$ cat config.mk
export PLATFORM = sky130hd
export DESIGN_NAME = tfm_top
export DESIGN_NICKNAME = d
export VERILOG_FILES = /design/src/rtl/tfm_in_sync.v /design/src/rtl/tfm_out_sel.v /design/src/rtl/tfm_top.v
export VERILOG_INCLUDE_DIRS = /design/src /design/src/rtl
export SDC_FILE = /design/constraint.sdc
export NUM_CORES = 1
export LEC_CHECK = 0
export BUFFER_PORTS_ARGS = -buffer_cell sky130_fd_sc_hd__buf_2
export CAP_MARGIN = 10
export CORE_AREA = 5 5 196 122
export CTS_BUF_LIST = sky130_fd_sc_hd__clkbuf_4
export CTS_CLUSTER_SIZE = 25
export DETAILED_ROUTE_END_ITERATION = 8
export DIE_AREA = 0 0 201 127
export MAX_ROUTING_LAYER = met4
export PLACE_DENSITY_LB_ADDON = 0.3
export SYNTH_ARGS = -nofsm -noshare
export SYNTH_HDL_FRONTEND = slang
export SYNTH_SLANG_ARGS = --single-unit
$ cat constraint.sdc
create_clock -name ref_clk -period 5 [get_ports ref_clk]
set_input_delay 0.5 -clock ref_clk [delete_from_list [all_inputs] [get_ports ref_clk]]
set_output_delay 0.5 -clock ref_clk [all_outputs]
set_load 0.05 [all_outputs]
$ cat src/rtl/tfm_defs.vh
// tfm_defs.vh: offsets, codes, field positions and reset values of the terminal function mapper
// assumes inclusion by bare name from every design file that needs them
`ifndef TFM_DEFS_VH
`define TFM_DEFS_VH

// ==========================================================
// register offsets (register index on the plain port)
`define TFM_ADR_IN_BASE 8'h00
`define TFM_ADR_OUT_FIRST 8'h10
`define TFM_ADR_OUT_SECOND 8'h11
`define TFM_ADR_OUT_RELAY 8'h12
`define TFM_ADR_STATUS 8'h20
`define TFM_ADR_CTRL 8'h21

// ==========================================================
// input function codes
`define TFM_FN_DROOP 8'h4C
`define TFM_FN_GAIN_LO 8'h4E
`define TFM_FN_GAIN_HI 8'h4F
`define TFM_FN_LOGIC_CANCEL 8'h50
`define TFM_FN_TIMER_CLEAR 8'h51
`define TFM_FN_REGEN_CANCEL 8'h52
`define TFM_FN_RUN_FORWARD 8'h62
`define TFM_FN_RUN_BACKWARD 8'h63
`define TFM_FN_NONE 8'h64
`define TFM_FN_PID_LO 8'hAB
`define TFM_FN_PID_HI 8'hAC

// ==========================================================
// output codes and polarity
`define TFM_OUT_INV_OFFSET 11'h3E8
`define TFM_OUT_MAX_CODE 11'h01F
`define TFM_OUT_VALID_MASK 32'h7E7F85FF
`define TFM_CODE_UNDERVOLT 5'h03
`define TFM_CODE_PREWARN 5'h07
`define TFM_CODE_READY 5'h0A
`define TFM_CODE_STAGE1 5'h12
`define TFM_CODE_STAGE2 5'h13
`define TFM_CODE_STAGE4 5'h14
`define TFM_CODE_FAN 5'h19
`define TFM_CODE_HEATSINK 5'h1C
`define TFM_CODE_PHASE_LOCK 5'h1D

// ==========================================================
// control modes
`define TFM_MODE_PG_VF 3'h1
`define TFM_MODE_IM_CLV 3'h2

// ==========================================================
// reset values (all normal polarity)
`define TFM_RST_OUT_FIRST 11'h000
`define TFM_RST_OUT_SECOND 11'h001
`define TFM_RST_OUT_RELAY 11'h00A
`define TFM_RST_IN_GENERAL 8'h64
`define TFM_RST_IN_SLOT_A 8'h62
`define TFM_RST_IN_SLOT_B 8'h63

// ==========================================================
// status and control fields
`define TFM_ST_ERR_BIT 15
`define TFM_CTRL_ERR_CLR_BIT 0

`endif

$ cat src/rtl/tfm_in_sync.v
// tfm_in_sync.v: three-stage synchroniser for the digital input terminal pins
// assumes asynchronous pins; a change is taken once stages two and three agree
`timescale 1ns/10ps

module tfm_in_sync #(
	parameter WIDTH = 7
) (
	input wire ref_clk,
	input wire resetn,
	input wire [WIDTH-1:0] pin_in,
	output wire [WIDTH-1:0] level_out
);

// ==========================================================
// per-bit synchroniser and agreement filter
genvar gi;
generate
	for (gi = 0; gi < WIDTH; gi = gi + 1) begin : g_bit
		reg s1_q;
		reg s2_q;
		reg s3_q;
		reg lvl_q;
		// first stage feeds only the second, so no logic sees a metastable value
		always @(posedge ref_clk or negedge resetn) begin
			if (!resetn) begin
				s1_q <= 1'b0;
				s2_q <= 1'b0;
				s3_q <= 1'b0;
				lvl_q <= 1'b0;
			end else begin
				s1_q <= pin_in[gi];
				s2_q <= s1_q;
				s3_q <= s2_q;
				if (s2_q == s3_q) begin
					lvl_q <= s3_q; // glitch of one cycle never reaches the level
				end
			end
		end
		assign level_out[gi] = lvl_q;
	end
endgenerate

endmodule // tfm_in_sync

$ cat src/rtl/tfm_out_sel.v
// tfm_out_sel.v: decodes one output assignment code into a terminal level
// assumes the status vector is on the same clock; the level is registered
`timescale 1ns/10ps
`include "tfm_defs.vh"

module tfm_out_sel (
	input wire ref_clk,
	input wire resetn,
	input wire [10:0] code,
	input wire [31:0] sig_vec,
	output reg term_q
);

reg inv;
reg [10:0] base;
reg valid;
reg term_d;

// defined codes one bit each; a bare literal cannot be indexed
localparam [31:0] VALID_MASK = `TFM_OUT_VALID_MASK;

// ==========================================================
// split polarity from signal code, drop undefined codes
always @* begin
	inv = (code >= `TFM_OUT_INV_OFFSET);
	base = inv ? (code - `TFM_OUT_INV_OFFSET) : code;
	valid = (base <= `TFM_OUT_MAX_CODE) && VALID_MASK[base[4:0]];
	// undefined code holds the terminal off whatever the polarity
	term_d = valid & (sig_vec[base[4:0]] ^ inv);
end

always @(posedge ref_clk or negedge resetn) begin
	if (!resetn) begin
		term_q <= 1'b0;
	end else begin
		term_q <= term_d;
	end
end

endmodule // tfm_out_sel

$ cat src/rtl/tfm_top.v
// tfm_top.v: terminal function mapper of a motor drive
// maps input terminals to command functions and status signals to output terminals
// assumes status inputs on ref_clk, terminal pins asynchronous, plain register port
//
// Behaviour
// - droop function input on enables droop control, off disables it.
// - two speed gain select inputs pick one of four speed parameter sets.
// - logic engine cancel input halts the customizable logic while asserted.
// - logic timer clear input resets all customizable logic timers.
// - regen avoid cancel input on disables anti-regenerative control.
// - two PID setpoint select inputs pick one of four preset PID commands.
// - forward run on drives forward; off decelerates to stop.
// - backward run on drives reverse; off decelerates to stop.
// - forward and backward run only accepted on the two dedicated input slots.
// - unassigned input does nothing but stays visible to the customizable logic.
// - each output assignment selects the status signal driving its terminal.
// - code of 1000 or more selects inverted signal of code minus 1000.
// - after reset every output assignment has normal polarity.
// - normal polarity alarm energizes relay: normally open closes, normally closed opens.
// - inverted polarity alarm de-energizes relay: normally open opens, normally closed closes.
// - code 10 shows ready to drive, 1010 its inverse.
// - code 3 shows stopped by undervoltage, 1003 its inverse.
// - codes 18, 19, 20 show the stage number weights one, two, four.
// - code 25 shows cooling fan running, 1025 its inverse.
// - code 28 shows heat sink overtemperature early warning, 1028 its inverse.
// - code 7 shows motor overload early warning, 1007 its inverse.
// - code 29 phase lock done only in encoder V/f and closed-loop vector.
`timescale 1ns/10ps
`include "tfm_defs.vh"

module tfm_top #(
	parameter NUM_IN = 7
) (
	input wire ref_clk,
	input wire resetn,
	// register port
	input wire [7:0] reg_addr,
	input wire [15:0] reg_wdata,
	input wire reg_wr,
	input wire reg_rd,
	output reg [15:0] reg_rdata,
	// digital input terminals; the top two are input_slot_a and input_slot_b
	input wire [NUM_IN-1:0] din_pins,
	// internal status sources
	input wire [2:0] control_mode,
	input wire [31:0] status_aux,
	input wire undervolt_stopped_flag,
	input wire motor_thermal_prewarn,
	input wire ready_to_drive,
	input wire [2:0] stage_number,
	input wire fan_running,
	input wire heatsink_overtemp_warning,
	input wire phase_lock_done,
	// command functions
	output reg droop_enable,
	output reg [1:0] speed_gain_set,
	output reg logic_engine_cancel,
	output reg logic_timer_clear,
	output reg regen_avoid_cancel,
	output reg [1:0] pid_setpoint_sel,
	output reg drive_forward,
	output reg drive_reverse,
	output reg decel_to_stop,
	output wire [NUM_IN-1:0] logic_src,
	// output terminals
	output wire transistor_out_one,
	output wire transistor_out_two,
	output wire relay_coil,
	output reg relay_no_closed,
	output reg relay_nc_closed
);

localparam SLOT_A = NUM_IN - 2;
localparam SLOT_B = NUM_IN - 1;

// ==========================================================
// input pin synchroniser
// three stages cost latency but keep a slow pin edge from being seen twice
wire [NUM_IN-1:0] din_lvl;

tfm_in_sync #(
	.WIDTH(NUM_IN)
) u_sync (
	.ref_clk(ref_clk),
	.resetn(resetn),
	.pin_in(din_pins),
	.level_out(din_lvl)
);

// every synchronised level goes to the customizable logic, assigned or not
assign logic_src = din_lvl;

// ==========================================================
// assignment registers
// register map, one 16-bit word per index:
//   0x00..0x06 input assignment, function code in [7:0]
//   0x05 and 0x06 are the dedicated run slots
//   0x10 first transistor output code in [10:0]
//   0x11 second transistor output code in [10:0]
//   0x12 relay output code in [10:0]
//   0x20 status, read only
//     [6:0] synchronised input levels
//     [8] first transistor, [9] second transistor, [10] relay coil
//     [11] forward run, [12] backward run, [15] refusal flag
//   0x21 control, write only, [0] clears the refusal flag
// unmapped indices read as zero and ignore writes
// output codes of 1000 and up select the inverted signal
// a refused write keeps the old code, so software should read back
reg [7:0] in_assign_q [0:NUM_IN-1];
reg [10:0] out_first_q;
reg [10:0] out_second_q;
reg [10:0] out_relay_q;
reg assign_err_q;
reg assign_err_d;

wire wr_in_hit = reg_wr && (reg_addr < NUM_IN);
wire wdata_is_run = (reg_wdata[7:0] == `TFM_FN_RUN_FORWARD) || (reg_wdata[7:0] == `TFM_FN_RUN_BACKWARD);
wire run_on_slot = (reg_addr == SLOT_A) || (reg_addr == SLOT_B);
// run functions on a general input are refused and flagged
wire wr_refused = wr_in_hit && wdata_is_run && !run_on_slot;

genvar gi;
generate
	for (gi = 0; gi < NUM_IN; gi = gi + 1) begin : g_in_reg
		always @(posedge ref_clk or negedge resetn) begin
			if (!resetn) begin
				if (gi == SLOT_A) begin
					in_assign_q[gi] <= `TFM_RST_IN_SLOT_A;
				end else if (gi == SLOT_B) begin
					in_assign_q[gi] <= `TFM_RST_IN_SLOT_B;
				end else begin
					in_assign_q[gi] <= `TFM_RST_IN_GENERAL;
				end
			end else if (wr_in_hit && (reg_addr == gi) && !wr_refused) begin
				in_assign_q[gi] <= reg_wdata[7:0];
			end
		end
	end
endgenerate

// output assignments come out of reset in normal polarity
always @(posedge ref_clk or negedge resetn) begin
	if (!resetn) begin
		out_first_q <= `TFM_RST_OUT_FIRST;
		out_second_q <= `TFM_RST_OUT_SECOND;
		out_relay_q <= `TFM_RST_OUT_RELAY;
	end else if (reg_wr) begin
		if (reg_addr == `TFM_ADR_OUT_FIRST) begin
			out_first_q <= reg_wdata[10:0];
		end
		if (reg_addr == `TFM_ADR_OUT_SECOND) begin
			out_second_q <= reg_wdata[10:0];
		end
		if (reg_addr == `TFM_ADR_OUT_RELAY) begin
			out_relay_q <= reg_wdata[10:0];
		end
	end
end

// refusal flag: a new refusal in the clearing cycle wins over the clear
// software sees it in status bit 15 and clears it through control bit 0
always @* begin
	assign_err_d = assign_err_q;
	if (reg_wr && (reg_addr == `TFM_ADR_CTRL) && reg_wdata[`TFM_CTRL_ERR_CLR_BIT]) begin
		assign_err_d = 1'b0;
	end
	if (wr_refused) begin
		assign_err_d = 1'b1;
	end
end

always @(posedge ref_clk or negedge resetn) begin
	if (!resetn) begin
		assign_err_q <= 1'b0;
	end else begin
		assign_err_q <= assign_err_d;
	end
end

// ==========================================================
// input function decode
// a function assigned to several inputs is the OR of all of them
reg [NUM_IN-1:0] hit_droop;
reg [NUM_IN-1:0] hit_gain_lo;
reg [NUM_IN-1:0] hit_gain_hi;
reg [NUM_IN-1:0] hit_cancel;
reg [NUM_IN-1:0] hit_tclr;
reg [NUM_IN-1:0] hit_regen;
reg [NUM_IN-1:0] hit_pid_lo;
reg [NUM_IN-1:0] hit_pid_hi;
reg [NUM_IN-1:0] hit_forward;
reg [NUM_IN-1:0] hit_backward;
integer k;

// an active terminal drives only the function it is assigned; code none matches nothing
always @* begin
	hit_droop = {NUM_IN{1'b0}};
	hit_gain_lo = {NUM_IN{1'b0}};
	hit_gain_hi = {NUM_IN{1'b0}};
	hit_cancel = {NUM_IN{1'b0}};
	hit_tclr = {NUM_IN{1'b0}};
	hit_regen = {NUM_IN{1'b0}};
	hit_pid_lo = {NUM_IN{1'b0}};
	hit_pid_hi = {NUM_IN{1'b0}};
	hit_forward = {NUM_IN{1'b0}};
	hit_backward = {NUM_IN{1'b0}};
	for (k = 0; k < NUM_IN; k = k + 1) begin
		hit_droop[k] = din_lvl[k] && (in_assign_q[k] == `TFM_FN_DROOP);
		hit_gain_lo[k] = din_lvl[k] && (in_assign_q[k] == `TFM_FN_GAIN_LO);
		hit_gain_hi[k] = din_lvl[k] && (in_assign_q[k] == `TFM_FN_GAIN_HI);
		hit_cancel[k] = din_lvl[k] && (in_assign_q[k] == `TFM_FN_LOGIC_CANCEL);
		hit_tclr[k] = din_lvl[k] && (in_assign_q[k] == `TFM_FN_TIMER_CLEAR);
		hit_regen[k] = din_lvl[k] && (in_assign_q[k] == `TFM_FN_REGEN_CANCEL);
		hit_pid_lo[k] = din_lvl[k] && (in_assign_q[k] == `TFM_FN_PID_LO);
		hit_pid_hi[k] = din_lvl[k] && (in_assign_q[k] == `TFM_FN_PID_HI);
		// run codes only count on the dedicated slots, guarding against stale values
		if ((k == SLOT_A) || (k == SLOT_B)) begin
			hit_forward[k] = din_lvl[k] && (in_assign_q[k] == `TFM_FN_RUN_FORWARD);
			hit_backward[k] = din_lvl[k] && (in_assign_q[k] == `TFM_FN_RUN_BACKWARD);
		end
	end
end

// registered command outputs; both run commands on together means stop
// timer clear is a level: the logic engine holds its timers while it stands
always @(posedge ref_clk or negedge resetn) begin
	if (!resetn) begin
		droop_enable <= 1'b0;
		speed_gain_set <= 2'h0;
		logic_engine_cancel <= 1'b0;
		logic_timer_clear <= 1'b0;
		regen_avoid_cancel <= 1'b0;
		pid_setpoint_sel <= 2'h0;
		drive_forward <= 1'b0;
		drive_reverse <= 1'b0;
		decel_to_stop <= 1'b1;
	end else begin
		droop_enable <= |hit_droop;
		speed_gain_set <= {|hit_gain_hi, |hit_gain_lo};
		logic_engine_cancel <= |hit_cancel;
		logic_timer_clear <= |hit_tclr;
		regen_avoid_cancel <= |hit_regen;
		pid_setpoint_sel <= {|hit_pid_hi, |hit_pid_lo};
		drive_forward <= (|hit_forward) && !(|hit_backward);
		drive_reverse <= (|hit_backward) && !(|hit_forward);
		decel_to_stop <= !((|hit_forward) ^ (|hit_backward));
	end
end

// ==========================================================
// status vector indexed by output code
// unnamed codes come straight from status_aux; named ports override their bits
reg [31:0] sig_vec;
wire lock_mode_ok = (control_mode == `TFM_MODE_PG_VF) || (control_mode == `TFM_MODE_IM_CLV);

always @* begin
	sig_vec = status_aux;
	sig_vec[`TFM_CODE_UNDERVOLT] = undervolt_stopped_flag;
	sig_vec[`TFM_CODE_PREWARN] = motor_thermal_prewarn;
	sig_vec[`TFM_CODE_READY] = ready_to_drive;
	sig_vec[`TFM_CODE_STAGE1] = stage_number[0];
	sig_vec[`TFM_CODE_STAGE2] = stage_number[1];
	sig_vec[`TFM_CODE_STAGE4] = stage_number[2];
	sig_vec[`TFM_CODE_FAN] = fan_running;
	sig_vec[`TFM_CODE_HEATSINK] = heatsink_overtemp_warning;
	// outside the two encoder modes the lock signal is meaningless, so force it off
	sig_vec[`TFM_CODE_PHASE_LOCK] = phase_lock_done && lock_mode_ok;
end

// ==========================================================
// output terminal selectors
// one registered selector per terminal, so all terminals switch on one edge
tfm_out_sel u_sel_first (
	.ref_clk(ref_clk),
	.resetn(resetn),
	.code(out_first_q),
	.sig_vec(sig_vec),
	.term_q(transistor_out_one)
);

tfm_out_sel u_sel_second (
	.ref_clk(ref_clk),
	.resetn(resetn),
	.code(out_second_q),
	.sig_vec(sig_vec),
	.term_q(transistor_out_two)
);

tfm_out_sel u_sel_relay (
	.ref_clk(ref_clk),
	.resetn(resetn),
	.code(out_relay_q),
	.sig_vec(sig_vec),
	.term_q(relay_coil)
);

// contact pairs follow the coil; in negative logic an alarm drops the coil
// a lost coil supply opens the make pair, so negative logic fails safe
always @* begin
	relay_no_closed = relay_coil;
	relay_nc_closed = !relay_coil;
end

// ==========================================================
// register read port, data one cycle after the strobe
// zero outside the answer cycle, so a stale word is never read twice
reg [15:0] rd_mux;

always @* begin
	rd_mux = 16'h0000;
	if (reg_addr < NUM_IN) begin
		rd_mux = {8'h00, in_assign_q[reg_addr[2:0]]};
	end else begin
		case (reg_addr)
			`TFM_ADR_OUT_FIRST: rd_mux = {5'h00, out_first_q};
			`TFM_ADR_OUT_SECOND: rd_mux = {5'h00, out_second_q};
			`TFM_ADR_OUT_RELAY: rd_mux = {5'h00, out_relay_q};
			`TFM_ADR_STATUS: begin
				rd_mux[NUM_IN-1:0] = din_lvl;
				rd_mux[8] = transistor_out_one;
				rd_mux[9] = transistor_out_two;
				rd_mux[10] = relay_coil;
				rd_mux[11] = drive_forward;
				rd_mux[12] = drive_reverse;
				rd_mux[`TFM_ST_ERR_BIT] = assign_err_q;
			end
			default: rd_mux = 16'h0000; // unmapped reads as zero
		endcase
	end
end

always @(posedge ref_clk or negedge resetn) begin
	if (!resetn) begin
		reg_rdata <= 16'h0000;
	end else if (reg_rd) begin
		reg_rdata <= rd_mux;
	end else begin
		reg_rdata <= 16'h0000;
	end
end

endmodule // tfm_top

==> key figures, run 1 <==
Timing
  – Final Cycle Share: 0.5985
  – Hold_ws: 0.04608 ns
  – Slew Limit Fails: 0
  – RSZ-0062 raised after global routing: no
  – Worst slew pin tran: 1.033 ns
  – Setup WS post-layout: 2.008 ns
  – Setup_tns: 0 ns
  – Final Hold Fails: 0
  – Post-route minimum period: 2.992 ns
  – Max Freq: 334.2 MHz
  – Setup violations, final: 0
  – Max transition margin: 0.3016
  – Clock skew: 0.03081 ns

Clock network
  – Max clock buf depth: 2
  – Clock H-tree levels: 4
  – Sink Count: 146
  – CTS buffer count: 17
  – CTS tree: done
  – CTS Hold Bufs: 6
  – Reg clk slew, reported paths: 0.13 ns
  – Worst-skew pair later-pin latency: 0.57 ns
  – Post-CTS sizing: 0
  – Post-CTS Setup Bufs: 0
  – Root Driver: clkbuf_4

Drt
  – Post-DR vias/cell: 5.981
  – Vias: 6,836
  – DRC viols: 0
  – Routed wire length: 25.80 mm
  – TritonRoute pass-1 iters: 5
  – DR iter-0 viols: 913
  – Post-route ant nets: 0
  – WL per Instance: 22.57 um

Cells and area
  – Final #Nets: 925
  – Area grow syn2layout: 11.91%
  – Share of cells above drive strength 1: 0.3525
  – Design area: 0.009652 mm^2

Logic synthesis
  – Multiplexer share of the synthesized area: 0.2439
  – Post-synth ARST share: 1.000
  – Yosys reg bits: 146
  – Synth Cell Area: 0.008625 mm^2
  – Largest cells by area after synthesis: dfrtp_1, mux2_2, mux4_2
  – Sequential area share after synthesis: 0.4274
  – Area share of and/or/nand/nor cells after synthesis: 0.1638
  – Cell count after synthesis: 770
  – Most instantiated library cell after synthesis: dfrtp_1
  – Synth Area in Compound Gates: 0.1027
  – Synth area leader: dfrtp_1
  – Top cell type's share of synthesized area: 0.3482
  – Ys Warns: 0
  – Synth Area in Adders: 0.01538
  – Netlist cell types: 82
  – EDFF count, synth: 0
  – Syn avg cell area: 11.20 um^2
  – Largest family of logic cells by synthesized area: multiplexers
  – XOR/XNOR Fraction of Synth Area: 0.004062
  – Synth top cells by count: dfrtp_1, mux2_2, nand2_1
  – Top FF cell, synth: dfrtp_1

Worst setup path
  – Crit Reg-Reg Endpoint: u_sel_first.term_q
  – Critical path class: flip-flop to flip-flop
  – Crit-path max FO: 15
  – Required @ worst endpoint: 5.42 ns
  – Slowest cell on the critical path: dfrtp_1
  – CP max stage delay: 0.86 ns
  – Crit-path cells: nor3_1, a31o_2, a31oi_1, nand4b_1, mux2_2, o211ai_1, nor4_1
  – Crit path DAT: 3.41 ns
  – FF-to-FF path depth: 7
  – R2R Setup Slk: 2.01 ns
  – CP delay by family, top: compound AO/OA/AOI/OAI gates
  – RR Startpoint: out_first_q[0]
  – Critical Path Sink Type: flip-flop
  – Worst path bufs/invs: 0
  – CP Launch Type: flip-flop

Job
  – Max-Cap Viols: 0

Global routing
  – Pin count of the biggest net entering global routing: 103
  – Total grt overflow: 0
  – First-pass GRT wire length: 39.88 mm
  – Initial antenna violation count: 3
  – Gr usage total: 0.2083
  – Vias in the first global route: 6,598

Placement
  – Detailed Place HPWL: 19.06 mm
  – Gpl congestion: 0.9436
  – Post-Place Setup Slack: 1.659 ns
  – Area after DPL: 0.009248 mm^2
  – I/O Buffers: 101

Floorplanning
  – Chip width: 201 um
  – Chip Height: 127 um
  – Die footprint: 0.02553 mm^2
  – Starting Density: 0.3955
  – I/O pin total: 118
  – Core area: 0.02181 mm^2
  – Core Rows: 42

Power and ir drop
  – Max IR drop VDD: 0.0001504 V
  – Pwr Total: 2593 uW
  – Power density cells: 268.6 mW/mm^2
  – LEAKAGE: 0.004081 uW

Worst hold path
  – Hold/Removal Path Class: primary input to asynchronous set/reset pin

Run status
  – Status: finished clean
==> power breakdown <==
part           total, uW  internal [uW]  switching, uW
Sequential          1340           1240           98.7
Clock                867            409            458
Combinational        390            161            229
==> per-layer routing <==
| metal | wire [um] | share of wire | track usage | up-vias |
|---|---|---|---|---|
| li1 | - | - | - | 3056 |
| met1 | 12670 | 0.49 | 0.3173 | 3403 |
| met2 | 9870 | 0.38 | 0.2583 | 342 |
| met3 | 2836 | 0.11 | 0.07852 | 35 |
| met4 | 420 | 0.016 | 0.04367 | 0 |
| met5 | 0 | 0 | - | - |
==> worst max path at each step <==
stage                    from                  to  slack [ns]  cells after the start
3_3_place_gp      reg_addr[0]     out_second_q[9]        1.78                      6
5_1_grt        out_first_q[0]  u_sel_first.term_q        1.87                      7
2_1_floorplan  out_relay_q[3]  u_sel_relay.term_q        2.43                     10
4_1_cts        out_first_q[0]  u_sel_first.term_q        2.08                      7
6_report       out_first_q[0]  u_sel_first.term_q        2.01                      7
3_5_place_dp      reg_addr[0]     out_second_q[4]        1.66                      6
==> area by class of cell <==
class	count	area (um^2)
fillers	2047	12160
clock inverters	13	183.9
well taps	286	357.8
clock buffers	19	142.6
inverters	21	78.83
diodes	3	7.507
flip-flops and latches	146	3686
multi-input cells	543	4583
repair buffers	112	611.8
==> placed cells by master, fill, tap and decap left out, types with 5 or more instances in the layout <==
cell / instances
nand2_1: 53
o22ai_1: 7
o211ai_1: 9
nand4_1: 12
and2_1: 7
a21oi_1: 17
ha_1: 5
a221oi_1: 7
clkbuf_4: 19
a22oi_1: 11
nand2b_1: 12
nor3_1: 17
a31oi_1: 7
nand3_1: 25
a211oi_1: 8
o21ai_0: 13
buf_2: 100
nand3b_1: 6
nor3b_1: 13
dlygate4sd3_1: 7
mux2_2: 95
and3_1: 10
mux2i_1: 29
dfstp_2: 26
maj3_1: 7
inv_1: 21
a221o_1: 5
mux4_2: 32
nor2b_1: 13
nor2_1: 35
nand4b_1: 8
dfrtp_1: 120
==> flip-flops by register name, summed over array words and instances, names as in the netlist, 2 cells and up <==
signal and count:
out_relay_q 11, speed_gain_set 2, u_sync.g_bit.s3_q 7, in_assign_q 56
u_sync.g_bit.lvl_q 7, u_sync.g_bit.s2_q 7, reg_rdata 14, out_first_q 11
u_sync.g_bit.s1_q 7, pid_setpoint_sel 2, out_second_q 11
==> cell families after synthesis <==
group	count (synthesis)
AO/OA/AOI/OAI	120
XOR/XNOR	4
adder cells (fa/ha/maj)	12
buffers and inverters	82
flip-flops	146
multiplexers	158
other	1
AND/OR/NAND/NOR	247
==> stage by stage <==
| stage | instances | utilization |
|---|---|---|
| floorplan | 771 | - |
| global placement | 1101 | 0.4240 |
| detailed placement | 1101 | 0.4240 |
| CTS | 1139 | 0.4418 |
| global route | 1143 | 0.4426 |
| finish | 1143 | 0.4426 |
Note: power is estimated with default switching activity, not from simulation.
==> inputs of run 2 (changes only) <==
==> constraint.sdc (replaced) <==
create_clock -name ref_clk -period 2.85 [get_ports ref_clk]
set_input_delay 0.285 -clock ref_clk [delete_from_list [all_inputs] [get_ports ref_clk]]
set_output_delay 0.285 -clock ref_clk [all_outputs]
set_load 0.05 [all_outputs]
==> run 2 against run 1 <==
Via count rose by 3.5%. Clock skew fell by 0.0014 ns. Worst setup slack got worse by 1.8 ns. Cell count rose by 2.9%. Critical path depth rose by 3. Cell area rose by 3.3%. Die area did not move. Power rose by 82%.
==> key figures, run 2 (same netlist as run 1, synthesis figures left out) <==
Run status
  – Status: finished clean

Power and ir drop
  – Max IR drop VDD: 0.0002516 V
  – LEAKAGE: 0.004278 uW
  – P_int: 3373 uW
  – Switching Share: 0.2866
  – Part of the power in the clock network: 0.353
  – Logic gate share of total power: 0.159
  – Sw power: 1355 uW
  – Seq pwr share: 0.488
  – Power density cells: 474.2 mW/mm^2

Clock network
  – Sink Count: 146
  – Max clock buf depth: 2
  – Root Driver: clkbuf_4
  – Reg clk slew, reported paths: 0.13 ns
  – Worst-skew pair later-pin latency: 0.57 ns
  – CTS tree: done
  – CTS buffer count: 17
  – Clock H-tree levels: 4

Placement
  – Detailed Place HPWL: 19.97 mm
  – I/O Buffers: 101
  – Placed insts: 1,130
  – Gpl congestion: 1.001
  – Post-Place Setup Slack: 0.1285 ns

Job
  – Max-Cap Viols: 0

Worst setup path
  – R2R Setup Slk: 0.17 ns
  – Crit path DAT: 3.16 ns
  – Required @ worst endpoint: 3.32 ns
  – RR Startpoint: out_relay_q[3]
  – CP Launch Type: flip-flop
  – Crit Reg-Reg Endpoint: u_sel_relay.term_q
  – Crit-path max FO: 9
  – FF-to-FF path depth: 10
  – Critical path class: flip-flop to flip-flop
  – Critical Path Sink Type: flip-flop

Floorplanning
  – Die footprint: 0.02553 mm^2
  – Chip width: 201 um
  – Core area: 0.02181 mm^2
  – Core Rows: 42
  – I/O pin total: 118
  – Chip Height: 127 um
  – Starting Density: 0.3955

Cells and area
  – Number of flip-flops in the largest register: 56
  – Final #Nets: 960
  – Footprint of the multi-input gates: 0.004583 mm^2
  – Most frequent cells in the layout: dfrtp_1, buf_2, mux2_2, nand2_1, nor2_1
  – Cell Count, Final, Fillers Out: 1,176
  – Filler Cell Count: 2,024
  – Area grow syn2layout: 15.61%
  – Register area: 0.003686 mm^2
  – Commonest non-fill, non-tap cell in the layout: dfrtp_1
  – Largest Register: in_assign_q
  – Share of cells above drive strength 1: 0.3723
  – Top flop regs: in_assign_q (56), reg_rdata (14)

Global routing
  – First-pass GRT wire length: 40.66 mm
  – Vias in the first global route: 6,668
  – Gr usage total: 0.2123
  – Pin count of the biggest net entering global routing: 68
  – Initial antenna violation count: 0
  – Total grt overflow: 0

Timing
  – Slew Limit Fails: 0
  – Setup violations, final: 0
  – Setup WS post-layout: 0.1653 ns
  – Clock skew: 0.02945 ns
  – Post-route minimum period: 2.685 ns
  – Setup_tns: 0 ns
  – Final Cycle Share: 0.9420
  – Max Freq: 372.5 MHz
  – Hold_ws: 0.06643 ns
  – Worst slew pin tran: 0.8950 ns
  – Final Hold Fails: 0
  – Max transition margin: 0.4011
  – RSZ-0062 raised after global routing: no

Drt
  – Routed wire length: 26.50 mm
  – Vias: 7,073
  – TritonRoute pass-1 iters: 5
  – Post-route ant nets: 0
  – WL per Instance: 22.54 um
  – Post-DR vias/cell: 6.014
  – DRC viols: 0
  – DR iter-0 viols: 693

Worst hold path
  – Hold Path Cell Cnt: 2
  – HP Start: reg_wdata[9]
  – Hold/Removal Path Class: primary input to flip-flop
  – Hold path endpoint: out_relay_q[9]
-- run 2: cell count changes in the layout (fill, tap and decap cells not counted) --
cell           delta
buf_12            +1
buf_4            +29
clkinv_4          -3
clkinvlp_4        +1
diode_2           -2
clkinv_2          +1
clkbuf_4          +1
bufinv_16         +2
inv_6             -2
dlygate4sd3_1     +5
-- run 2: per-stage QoR --
stage	area (um^2)	total power, uW	util
after floorplan	8628	2792	-
after global placement	9478	3069	0.4346
after detailed placement	9478	3079	0.4346
after CTS	9961	4761	0.4567
after global routing	9968	4934	0.4571
final	9971	4728	0.4572
-- run 2: how the worst max path moves through the flow --
stage	start	endpoint	slack, ns	depth (start not counted)
2_1_floorplan	out_relay_q[3]	u_sel_relay.term_q	0.28	10
3_3_place_gp	out_relay_q[3]	u_sel_relay.term_q	0.26	9
3_5_place_dp	out_relay_q[3]	u_sel_relay.term_q	0.13	9
4_1_cts	out_relay_q[3]	u_sel_relay.term_q	0.14	9
5_1_grt	out_relay_q[3]	u_sel_relay.term_q	0.09	10
6_report	out_relay_q[3]	u_sel_relay.term_q	0.17	10
-- run 2: final cells by class --
cell class	count	share of cell area
clock buffer	20	0.01506
sequential	146	0.3697
clock inverter	12	0.02133
multi-input combinational	543	0.4597
tap	286	0.03589
antenna	1	0.0002510
inverter	21	0.007906
timing repair buffer	147	0.09022
-- run 2: repair_timing --
item / CTS / global route
gates resized for setup: 0 / 0
hold buffers: 12 / 0
buffers inserted: 0 / 1
setup endpoints to repair: 0 / 1
hold endpoints to repair: 70 / 0
-- run 2: critical path, stage by stage, from the launching register on --
cell       delay (ns)
dfstp_2          0.64
inv_1            0.06
ha_1             0.25
nand4b_1         0.22
buf_4            0.18
o311a_4          0.14
or3b_4           0.40
nand2_1          0.09
mux2_1           0.32
o2111ai_1        0.22
nor3_2           0.07
-- run 2: power by group through the flow --
| stage | Combinational [uW] | Clock [uW] | Sequential, uW |
|---|---|---|---|
| floorplan | 474 | 0 | 2320 |
| global placement | 728 | 0 | 2340 |
| detailed placement | 738 | 0 | 2340 |
| CTS | 754 | 1700 | 2300 |
| global route | 814 | 1800 | 2320 |
| finish | 754 | 1670 | 2310 |
-- run 2: routing by layer --
| metal | routed length [um] | track usage |
|---|---|---|
| met1 | 13130 | 0.3331 |
| met2 | 10060 | 0.2579 |
| met3 | 3015 | 0.07725 |
| met4 | 290 | 0.03558 |
| met5 | 0 | - |
